### src/hdl/tpe_pkg.sv
package tpe_pkg;

  localparam int ADR_W = 8;
  localparam int DAT_W = 32;

  // Register byte offsets
  localparam logic [7:0] ADR_CTRL   = 8'h00;
  localparam logic [7:0] ADR_TAR    = 8'h04;
  localparam logic [7:0] ADR_CMD    = 8'h08;
  localparam logic [7:0] ADR_STATUS = 8'h0c;
  localparam logic [7:0] ADR_RXDATA = 8'h10;
  localparam logic [7:0] ADR_SADDR  = 8'h14;
  localparam logic [7:0] ADR_STX    = 8'h18;
  localparam logic [7:0] ADR_SRX    = 8'h1c;

  // Control bits
  localparam int CTRL_EN   = 0;
  localparam int CTRL_RSEN = 1;
  localparam int CTRL_SB   = 2;
  localparam int CTRL_SLV  = 3;
  localparam logic CTRL_RSEN_RST = 1'b1;

  // Command word fields
  localparam int CMD_W     = 11;
  localparam int CMD_RD    = 8;
  localparam int CMD_STOP  = 9;
  localparam int CMD_RS    = 10;

  // Status bits
  localparam int ST_CMDV   = 0;
  localparam int ST_RXV    = 1;
  localparam int ST_NACK   = 2;
  localparam int ST_ARB    = 3;
  localparam int ST_BUSY   = 4;
  localparam int ST_ACTIVE = 5;
  localparam int ST_SRXV   = 6;
  localparam int ST_HOLD   = 7;

  localparam logic [7:0] SB_BYTE = 8'h01;

  // Bus timing, 100 kHz class
  localparam int CLK_NS    = 100;
  localparam int T_LOW_NS  = 4700;
  localparam int T_HIGH_NS = 4000;
  localparam logic [7:0] LOW_CYC  = 8'((T_LOW_NS + CLK_NS - 1) / CLK_NS);
  localparam logic [7:0] HIGH_CYC = 8'((T_HIGH_NS + CLK_NS - 1) / CLK_NS);
  localparam logic [7:0] SDA_CYC  = 8'h01;

  typedef enum logic [3:0] {
    M_IDLE, M_START, M_LOW, M_RISE, M_HIGH, M_HOLD,
    M_RS_LOW, M_RS_RISE, M_RS_HIGH,
    M_STOP_LOW, M_STOP_RISE, M_STOP_HIGH, M_LOST
  } tpe_ms_e;

  typedef enum logic [1:0] {K_SB, K_ADDR, K_WR, K_RD} tpe_kind_e;

  typedef enum logic [2:0] {P_IDLE, P_ADDR, P_RX, P_TX, P_IGN} tpe_sph_e;

  typedef struct packed {
    logic              en;
    logic              rs_en;
    logic              sb_en;
    logic              sl_en;
    logic [6:0]        tar;
    logic [6:0]        own;
    logic              cmd_v;
    logic [CMD_W-1:0]  cmd;
    logic [7:0]        rx;
    logic              rx_v;
    logic              nack;
    logic              arb_lost;
    logic [7:0]        slv_tx;
    logic [7:0]        slv_rx;
    logic              slv_rx_v;
    logic              ack;
    logic [DAT_W-1:0]  dat;
    tpe_ms_e           ms;
    logic [7:0]        cnt;
    logic [3:0]        bitn;
    logic [7:0]        sh;
    tpe_kind_e         kind;
    logic              last;
    logic              ackb;
    logic              cur_rd;
    logic              m_scl_low;
    logic              m_sda_low;
    logic              bus_busy;
    tpe_sph_e          s_ph;
    logic [3:0]        s_bit;
    logic [7:0]        s_sh;
    logic              s_low;
  } tpe_state_s;

endpackage

### src/hdl/tpe_sync.sv
`timescale 1ns/100ps
`default_nettype none
module tpe_sync #(
  parameter int W = 2
) (
  input  wire logic         clk_i,
  input  wire logic         rst_i,
  input  wire logic [W-1:0] d_i,
  output logic      [W-1:0] lvl_o,
  output logic      [W-1:0] rise_o,
  output logic      [W-1:0] fall_o
);
  import tpe_pkg::*;

  typedef struct packed {
    logic [W-1:0] s1;
    logic [W-1:0] s2;
    logic [W-1:0] s3;
  } tpe_sync_s;

  tpe_sync_s q;
  tpe_sync_s d;

  // Only the second stage looks at the first
  always_comb begin
    d = q;
    d.s1 = d_i;
    d.s2 = q.s1;
    d.s3 = q.s2;
  end

  // Lines idle high, so reset to high avoids a false edge
  always_ff @(posedge clk_i) begin
    if (rst_i) begin
      q <= '1;
    end else begin
      q <= d;
    end
  end

  assign lvl_o  = q.s2;
  assign rise_o = q.s2 & ~q.s3;
  assign fall_o = ~q.s2 & q.s3;
endmodule
`default_nettype wire

### src/hdl/tpe_host.sv
// Overview of operation
// - Data moves in bytes, unlimited count
// - Slave receiver acks address and data
// - Master stops on missing acknowledge
// - Non-acking slave leaves SDA high
// - Master receiver nacks only final byte
// - Slave transmitter releases SDA on nack
// - Target address changes only while disabled
// - Slave ignores start byte, resets on restart
// - No start while bus is busy
// - Arbitration on SDA while SCL high
// - No arbitration across start or stop
// - Wait for SCL high before high count
// - Shortest high ends, longest low wins
// - Tolerate slaves stretching SCL low
// - Address byte: bits 7:1 address, bit 0 direction
`timescale 1ns/100ps
`default_nettype none
module tpe_host (
  input  wire logic                      clk_i,
  input  wire logic                      rst_i,
  input  wire logic                      wb_cyc_i,
  input  wire logic                      wb_stb_i,
  input  wire logic                      wb_we_i,
  input  wire logic [tpe_pkg::ADR_W-1:0] wb_adr_i,
  input  wire logic [tpe_pkg::DAT_W-1:0] wb_dat_i,
  input  wire logic [3:0]                wb_sel_i,
  output logic      [tpe_pkg::DAT_W-1:0] wb_dat_o,
  output logic                           wb_ack_o,
  input  wire logic                      scl_i,
  output logic                           scl_o,
  output logic                           scl_oe_n_o,
  input  wire logic                      sda_i,
  output logic                           sda_o,
  output logic                           sda_oe_n_o
);
  import tpe_pkg::*;

  function automatic logic [DAT_W-1:0] merge(input logic [DAT_W-1:0] old_v,
                                             input logic [DAT_W-1:0] new_v,
                                             input logic [3:0]       sel);
    logic [DAT_W-1:0] r;
    r = old_v;
    for (int i = 0; i < 4; i++) begin
      if (sel[i]) begin
        r[i*8 +: 8] = new_v[i*8 +: 8];
      end
    end
    return r;
  endfunction

  tpe_state_s q;
  tpe_state_s d;
  logic [1:0] sy_lvl;
  logic [1:0] sy_rise;
  logic [1:0] sy_fall;
  logic [DAT_W-1:0] rv;
  logic [DAT_W-1:0] wv;
  logic       scl_s;
  logic       sda_s;
  logic       start_det;
  logic       stop_det;
  logic       req;
  logic       wr_fire;
  logic       rd_fire;
  logic       lost;
  logic       byte_end;
  logic       ld_addr;
  logic       ld_data;
  logic [3:0] nb;

  tpe_sync #(.W(2)) u_sync (
    .clk_i  (clk_i),
    .rst_i  (rst_i),
    .d_i    ({sda_i, scl_i}),
    .lvl_o  (sy_lvl),
    .rise_o (sy_rise),
    .fall_o (sy_fall)
  );

  always_comb begin
    d         = q;
    scl_s     = sy_lvl[0];
    sda_s     = sy_lvl[1];
    start_det = sy_fall[1] & scl_s;
    stop_det  = sy_rise[1] & scl_s;
    req       = wb_cyc_i & wb_stb_i;
    wr_fire   = req & q.ack & wb_we_i;
    rd_fire   = req & q.ack & ~wb_we_i;
    lost      = 1'b0;
    byte_end  = 1'b0;
    ld_addr   = 1'b0;
    ld_data   = 1'b0;
    nb        = q.s_bit + 4'h1;
    rv        = '0;
    case (wb_adr_i)
      ADR_CTRL: begin
        rv[CTRL_EN]   = q.en;
        rv[CTRL_RSEN] = q.rs_en;
        rv[CTRL_SB]   = q.sb_en;
        rv[CTRL_SLV]  = q.sl_en;
      end
      ADR_TAR:    rv[6:0] = q.tar;
      ADR_CMD:    rv[CMD_W-1:0] = q.cmd;
      ADR_STATUS: begin
        rv[ST_CMDV]   = q.cmd_v;
        rv[ST_RXV]    = q.rx_v;
        rv[ST_NACK]   = q.nack;
        rv[ST_ARB]    = q.arb_lost;
        rv[ST_BUSY]   = q.bus_busy;
        rv[ST_ACTIVE] = (q.ms != M_IDLE);
        rv[ST_SRXV]   = q.slv_rx_v;
        rv[ST_HOLD]   = (q.ms == M_HOLD);
      end
      ADR_RXDATA: rv[7:0] = q.rx;
      ADR_SADDR:  rv[6:0] = q.own;
      ADR_STX:    rv[7:0] = q.slv_tx;
      ADR_SRX:    rv[7:0] = q.slv_rx;
      default:    rv = '0;
    endcase
    wv    = merge(rv, wb_dat_i, wb_sel_i);
    d.ack = req & ~q.ack;
    if (req && !q.ack) begin
      d.dat = rv;
    end

    // Clears go first so that hardware sets below win
    if (rd_fire && wb_adr_i == ADR_RXDATA) begin
      d.rx_v = 1'b0;
    end
    if (rd_fire && wb_adr_i == ADR_SRX) begin
      d.slv_rx_v = 1'b0;
    end
    if (wr_fire && wb_adr_i == ADR_STATUS) begin
      if (wv[ST_NACK]) d.nack = 1'b0;
      if (wv[ST_ARB])  d.arb_lost = 1'b0;
    end

    if (start_det) begin
      d.bus_busy = 1'b1;
    end else if (stop_det) begin
      d.bus_busy = 1'b0;
    end

    case (q.ms)
      M_IDLE: begin
        d.m_scl_low = 1'b0;
        d.m_sda_low = 1'b0;
        if (q.en && q.cmd_v && !q.bus_busy) begin
          d.ms        = M_START;
          d.m_sda_low = 1'b1;
          d.cnt       = '0;
        end
      end
      M_START: begin
        d.cnt = q.cnt + 8'h01;
        if (q.cnt == HIGH_CYC) begin
          if (q.sb_en) begin
            d.sh        = SB_BYTE;
            d.kind      = K_SB;
            d.bitn      = '0;
            d.cnt       = '0;
            d.m_scl_low = 1'b1;
            d.ms        = M_LOW;
          end else begin
            ld_addr = 1'b1;
          end
        end
      end
      M_LOW: begin
        d.cnt = q.cnt + 8'h01;
        if (q.cnt == SDA_CYC) begin
          if (q.bitn[3]) begin
            d.m_sda_low = (q.kind == K_RD) & ~q.last;
          end else begin
            d.m_sda_low = (q.kind != K_RD) & ~q.sh[7];
          end
        end
        if (q.cnt == LOW_CYC) begin
          d.m_scl_low = 1'b0;
          d.ms        = M_RISE;
        end
      end
      M_RISE: begin
        if (scl_s) begin
          d.ms  = M_HIGH;
          d.cnt = '0;
        end
      end
      M_HIGH: begin
        d.cnt = q.cnt + 8'h01;
        if (q.cnt == '0) begin
          if (q.bitn[3]) begin
            d.ackb = sda_s;
          end else begin
            d.sh = {q.sh[6:0], sda_s};
            lost = (q.kind != K_RD) & ~q.m_sda_low & ~sda_s;
          end
        end
        if (lost) begin
          d.ms        = M_LOST;
          d.m_scl_low = 1'b0;
          d.m_sda_low = 1'b0;
          d.arb_lost  = 1'b1;
          d.cmd_v     = 1'b0;
        end else if (q.cnt == HIGH_CYC || (q.cnt != '0 && !scl_s)) begin
          d.m_scl_low = 1'b1;
          d.cnt       = '0;
          if (!q.bitn[3]) begin
            d.bitn = q.bitn + 4'h1;
            d.ms   = M_LOW;
          end else begin
            byte_end = 1'b1;
          end
        end
      end
      M_HOLD: begin
        d.m_scl_low = 1'b1;
        if (q.cmd_v) begin
          d.cnt = '0;
          if (q.cmd[CMD_RS] || q.cmd[CMD_RD] != q.cur_rd) begin
            d.ms = q.rs_en ? M_RS_LOW : M_STOP_LOW;
          end else begin
            ld_data = 1'b1;
            d.bitn  = '0;
            d.ms    = M_LOW;
          end
        end
      end
      M_RS_LOW, M_STOP_LOW: begin
        d.cnt = q.cnt + 8'h01;
        if (q.cnt == SDA_CYC) begin
          d.m_sda_low = (q.ms == M_STOP_LOW);
        end
        if (q.cnt == LOW_CYC) begin
          d.m_scl_low = 1'b0;
          d.ms        = (q.ms == M_STOP_LOW) ? M_STOP_RISE : M_RS_RISE;
        end
      end
      M_RS_RISE: begin
        if (scl_s) begin
          d.ms  = M_RS_HIGH;
          d.cnt = '0;
        end
      end
      M_STOP_RISE: begin
        if (scl_s) begin
          d.ms  = M_STOP_HIGH;
          d.cnt = '0;
        end
      end
      M_RS_HIGH: begin
        // No arbitration check here: a start is never contested
        d.cnt = q.cnt + 8'h01;
        if (q.cnt == HIGH_CYC) begin
          if (!q.m_sda_low) begin
            d.m_sda_low = 1'b1;
            d.cnt       = '0;
          end else begin
            ld_addr = 1'b1;
          end
        end
      end
      M_STOP_HIGH: begin
        d.cnt = q.cnt + 8'h01;
        if (q.cnt == HIGH_CYC) begin
          d.cnt = '0;
          if (q.m_sda_low) begin
            d.m_sda_low = 1'b0;
          end else begin
            d.ms = M_IDLE;
          end
        end
      end
      M_LOST: begin
        d.m_scl_low = 1'b0;
        d.m_sda_low = 1'b0;
        if (!q.bus_busy) begin
          d.ms = M_IDLE;
        end
      end
      default: d.ms = M_IDLE;
    endcase

    if (byte_end) begin
      d.bitn = '0;
      case (q.kind)
        K_SB: d.ms = M_RS_LOW;
        K_ADDR: begin
          if (q.ackb) begin
            d.nack  = 1'b1;
            d.cmd_v = 1'b0;
            d.ms    = M_STOP_LOW;
          end else begin
            ld_data = 1'b1;
            d.ms    = M_LOW;
          end
        end
        default: begin
          if (q.kind == K_RD) begin
            d.rx   = q.sh;
            d.rx_v = 1'b1;
          end
          if (q.kind == K_WR && q.ackb) begin
            d.nack = 1'b1;
            d.ms   = M_STOP_LOW;
          end else begin
            d.ms = q.last ? M_STOP_LOW : M_HOLD;
          end
        end
      endcase
    end
    if (ld_addr) begin
      d.sh        = {q.tar, q.cmd[CMD_RD]};
      d.kind      = K_ADDR;
      d.cur_rd    = q.cmd[CMD_RD];
      d.bitn      = '0;
      d.cnt       = '0;
      d.m_scl_low = 1'b1;
      d.ms        = M_LOW;
    end
    if (ld_data) begin
      d.kind  = q.cmd[CMD_RD] ? K_RD : K_WR;
      d.sh    = q.cmd[7:0];
      d.last  = q.cmd[CMD_STOP];
      d.cmd_v = 1'b0;
    end

    // Slave engine on the synchronised lines at full clock rate
    if (start_det) begin
      d.s_ph  = q.sl_en ? P_ADDR : P_IDLE;
      d.s_bit = 4'hf;
      d.s_low = 1'b0;
    end else if (stop_det) begin
      d.s_ph  = P_IDLE;
      d.s_low = 1'b0;
    end else if (q.s_ph != P_IDLE) begin
      if (sy_rise[0]) begin
        if (!q.s_bit[3]) begin
          d.s_sh = {q.s_sh[6:0], sda_s};
        end else if (q.s_bit == 4'h8 && q.s_ph == P_TX && sda_s) begin
          d.s_ph = P_IGN;
        end
      end
      if (sy_fall[0]) begin
        d.s_low = 1'b0;
        d.s_bit = (nb == 4'h9) ? 4'h0 : nb;
        if (nb == 4'h8) begin
          case (q.s_ph)
            P_ADDR: begin
              // Start byte and general call never match
              if (q.s_sh[7:1] == q.own && q.s_sh[7:1] != 7'h00) begin
                d.s_low = 1'b1;
                d.s_ph  = q.s_sh[0] ? P_TX : P_RX;
              end else begin
                d.s_ph = P_IGN;
              end
            end
            P_RX: begin
              d.slv_rx   = q.s_sh;
              d.slv_rx_v = 1'b1;
              d.s_low    = 1'b1;
            end
            default: d.s_low = 1'b0;
          endcase
        end else if (q.s_ph == P_TX && !nb[3]) begin
          d.s_low = ~q.slv_tx[3'h7 - nb[2:0]];
        end else if (q.s_ph == P_TX && nb == 4'h9) begin
          d.s_low = ~q.slv_tx[7];
        end
      end
    end

    if (wr_fire) begin
      case (wb_adr_i)
        ADR_CTRL: begin
          d.en    = wv[CTRL_EN];
          d.rs_en = wv[CTRL_RSEN];
          d.sb_en = wv[CTRL_SB];
          d.sl_en = wv[CTRL_SLV];
        end
        ADR_TAR: begin
          if (!q.en) begin
            d.tar = wv[6:0];
          end
        end
        ADR_CMD: begin
          if (!q.cmd_v) begin
            d.cmd   = wv[CMD_W-1:0];
            d.cmd_v = 1'b1;
          end
        end
        ADR_SADDR: d.own = wv[6:0];
        ADR_STX:   d.slv_tx = wv[7:0];
        default: ;
      endcase
    end
  end

  always_ff @(posedge clk_i) begin
    if (rst_i) begin
      q       <= '0;
      q.rs_en <= CTRL_RSEN_RST;
    end else begin
      q <= d;
    end
  end

  assign wb_dat_o   = q.dat;
  assign wb_ack_o   = q.ack;
  assign scl_o      = 1'b0;
  assign sda_o      = 1'b0;
  assign scl_oe_n_o = ~q.m_scl_low;
  assign sda_oe_n_o = ~(q.m_sda_low | q.s_low);
endmodule
`default_nettype wire

### config.mk
export PLATFORM = sky130hd
export DESIGN_NAME = tpe_host
export DESIGN_NICKNAME = d
export VERILOG_FILES = /design/src/hdl/tpe_pkg.sv /design/src/hdl/tpe_sync.sv /design/src/hdl/tpe_host.sv
export SDC_FILE = /design/constraint.sdc
export NUM_CORES = 1
export LEC_CHECK = 0
export ABC_AREA = 1
export BUFFER_PORTS_ARGS = -buffer_cell sky130_fd_sc_hd__buf_2
export CAP_MARGIN = 40
export CORE_MARGIN = 2
export CORE_UTILIZATION = 63
export CTS_CLUSTER_DIAMETER = 200
export DETAILED_ROUTE_END_ITERATION = 10
export PLACE_DENSITY_LB_ADDON = 0.3
export SYNTH_ARGS = -nofsm -noshare
export SYNTH_HDL_FRONTEND = slang
export SYNTH_SLANG_ARGS = --single-unit
### constraint.sdc
create_clock -name clk_i -period 5.2 [get_ports clk_i]
set_input_delay 0.52 -clock clk_i [delete_from_list [all_inputs] [get_ports clk_i]]
set_output_delay 0.52 -clock clk_i [all_outputs]
set_load 0.03 [all_outputs]
==> results.sh <==
export IMPL_ant_nets=0
export IMPL_drt_first_pass_iters=5
export IMPL_cts_tree="built"
export IMPL_syn_area_um2=6970
export IMPL_nNetsFinal=1113
export IMPL_cts_buffer_depth=2
export IMPL_max_clock_freq_ghz=0.434
export IMPL_chipHeight_um=109
export IMPL_syn_inst=1031
export IMPL_syn_to_final_growth_pct=9.72
export IMPL_mostFrequentLayoutCells="nand2_1 (189), dfxtp_1 (124), inv_1 (122)"
export IMPL_setup_viol=0
export IMPL_power_mw=2.72
export IMPL_grt_setup_unrepaired="false"
export IMPL_synth_seq_cells=124
export IMPL_p_leak_nw=3.36
export IMPL_cp_end_kind="register"
export IMPL_synth_edf_count=0
export IMPL_cp_max_fo=10
export IMPL_start_util=0.645
export IMPL_grt_pass1_wl_um=29900
export IMPL_clk_pin_slew_ps=60
export IMPL_place_inst=1175
export IMPL_wirelength_um=18900
export IMPL_ctsHoldBuffers=0
export IMPL_cts_setup_buffers=0
export IMPL_final_hold_viol_count=0
export IMPL_synth_distinct_cells=49
export IMPL_viasPerCell=5.82
export IMPL_setup_worst_path_start="q[9]"
export IMPL_hp_class="in2reg"
export IMPL_place_congestion=0.937
export IMPL_yosysTopAreaCellShare=0.356
export IMPL_antenna_found_initial=0
export IMPL_place_ws_ps=2630
export IMPL_async_flop_share=0
export IMPL_dieArea_um2=11900
export IMPL_tns_ps=0
export IMPL_vias=7020
export IMPL_grt_max_degree=69
export IMPL_yosysWarnings=0
export IMPL_worstMarginPinSlew_ps=854
export IMPL_irDropWorstVdd_uv=271
export IMPL_hp_start="sda_i"
export IMPL_p_per_area_nw_per_um2=356
export IMPL_yosysTopAreaCell="dfxtp_1"
export IMPL_io_pins=88
export IMPL_post_cts_resized=0
export IMPL_relSlewSlack=0.429
export IMPL_antenna_cells=0
export IMPL_drcViolationCount=0
export IMPL_num_rows=38
export IMPL_synth_avg_cell_area_um2=6.76
export IMPL_crit_type="reg2reg"
export IMPL_drt_initial_drc_count=738
export IMPL_clkLatencyLatePin_ps=540
export IMPL_fin_crit_sh=0.443
export IMPL_die_w_um=109
export IMPL_finalClockSkew_ps=8.25
export IMPL_status="completed"
export IMPL_wl_per_cell_um=15.6
export IMPL_slew_violations=0
export IMPL_grtUsageTotal=0.326
export IMPL_core_um2=10800
export IMPL_clkSinkCount=124
export IMPL_slowest_stage="and3_1"
export IMPL_synth_flop_cell="dfxtp_1"
export IMPL_clock_tree_root_cell="clkbuf_8"
export IMPL_layout_commonest_cell="nand2_1"
export IMPL_port_buffers=41
export IMPL_htreeDepth=4
export IMPL_cts_buffers=17
export IMPL_hpwl_um=13700
export IMPL_seq_area_frac_synth=0.356
export IMPL_final_cells=1207
export IMPL_crit_required_ps=5660
export IMPL_layout_setup_ws_ps=2900
export IMPL_drive_gt1_frac=0.120
export IMPL_maxCapViolations=0
export IMPL_path_cells="ha_1 > xnor2_1 > and3_1 > nand4_4 > inv_2 > o21ai_0 > a21oi_1"
export IMPL_rr_startpoint="q[9]"
export IMPL_worstSetupStartpointType="register"
export IMPL_grt_pass1_vias=6073
export IMPL_synth_area_top_cells="dfxtp_1 (36%), nand2_1 (10%), a21oi_1 (7.0%), o21ai_0 (6.7%), inv_1 (6.6%)"
export IMPL_gr_total_overflow=0
export IMPL_min_period_ps=2300
export IMPL_max_stage_delay_ps=430
export IMPL_critical_path_arrival_ps=2770
-- per-layer routing --
layer	GRT usage	vias to the layer above	share of wire
li1	-	3399	-
met1	0.441	3196	0.43
met2	0.496	373	0.45
met3	0.0807	52	0.095
met4	0.138	0	0.031
met5	0	-	0
-- flip-flops by register name, indices dropped and copies added (netlist names) --
| register | count |
|---|---|
| q | 106 |
| wb_dat_o | 11 |
| u_sync.d | 2 |
| u_sync.lvl_o | 2 |
| u_sync.q | 2 |
| wb_ack_o | 1 |
-- area by class of cell --
| type | count | area [µm²] |
|---|---|---|
| multi-input cells | 736 | 3670 |
| clock inverters | 14 | 158 |
| inverters | 130 | 488 |
| repair buffers | 45 | 239 |
| fillers | 933 | 3150 |
| clock buffers | 18 | 428 |
| flip-flops and latches | 124 | 2480 |
| well taps | 140 | 175 |
-- cells in the mapped netlist, drive strengths merged, types with 2 or more instances --
cell,count
clkbuf,13
or2,12
nand3b,4
inv,129
nor2,117
nand3,79
and3,3
o21ai,100
nand4,19
nand2,200
dfxtp,124
a211oi,2
buf,50
nor3b,3
xor2,6
o211ai,11
ha,8
o22ai,8
a21oi,98
a31oi,6
nor3,28
-- cell families after synthesis --
| kind of cell | after synthesis | synth area share |
|---|---|---|
| buf+inv | 193 | 0.129 |
| other cells | 1 | 0.000538 |
| fa+ha+maj | 8 | 0.0144 |
| xor+xnor | 7 | 0.00880 |
| compound gates | 231 | 0.178 |
| flops | 124 | 0.356 |
| simple gates | 467 | 0.313 |
-- worst max-delay path, delay by kind of cell, from the launching register on --
family	cells	cell delay, ps
compound gates	2	310
xor+xnor	1	400
fa+ha+maj	1	260
buf+inv	1	190
flops	1	410
simple gates	2	650
-- metrics by stage --
step | utilization | instance area [µm²] | hold WS, ps
4_1_cts | 0.708 | 7640 | 163
3_3_place_gp | 0.653 | 7050 | 393
5_1_grt | 0.708 | 7640 | 163
3_5_place_dp | 0.654 | 7060 | 401
2_1_floorplan | - | 7050 | 389
6_report | 0.708 | 7640 | 167
-- final timing paths --
path	end	slack, ps	cells after the start
setup / recovery	q[86]	2900	7
hold / removal	u_sync.d[3]	170	2
setup reg to reg	q[86]	2900	7
hold reg to reg	u_sync.lvl_o[1]	420	1
-- report_power, final --
| part | switching (mW) | internal (mW) |
|---|---|---|
| Clock | 0.474 | 0.705 |
| Combinational | 0.375 | 0.159 |
| Sequential | 0.0279 | 0.978 |
| Total | 0.877 | 1.84 |
Power figures use the tool's default switching activity.
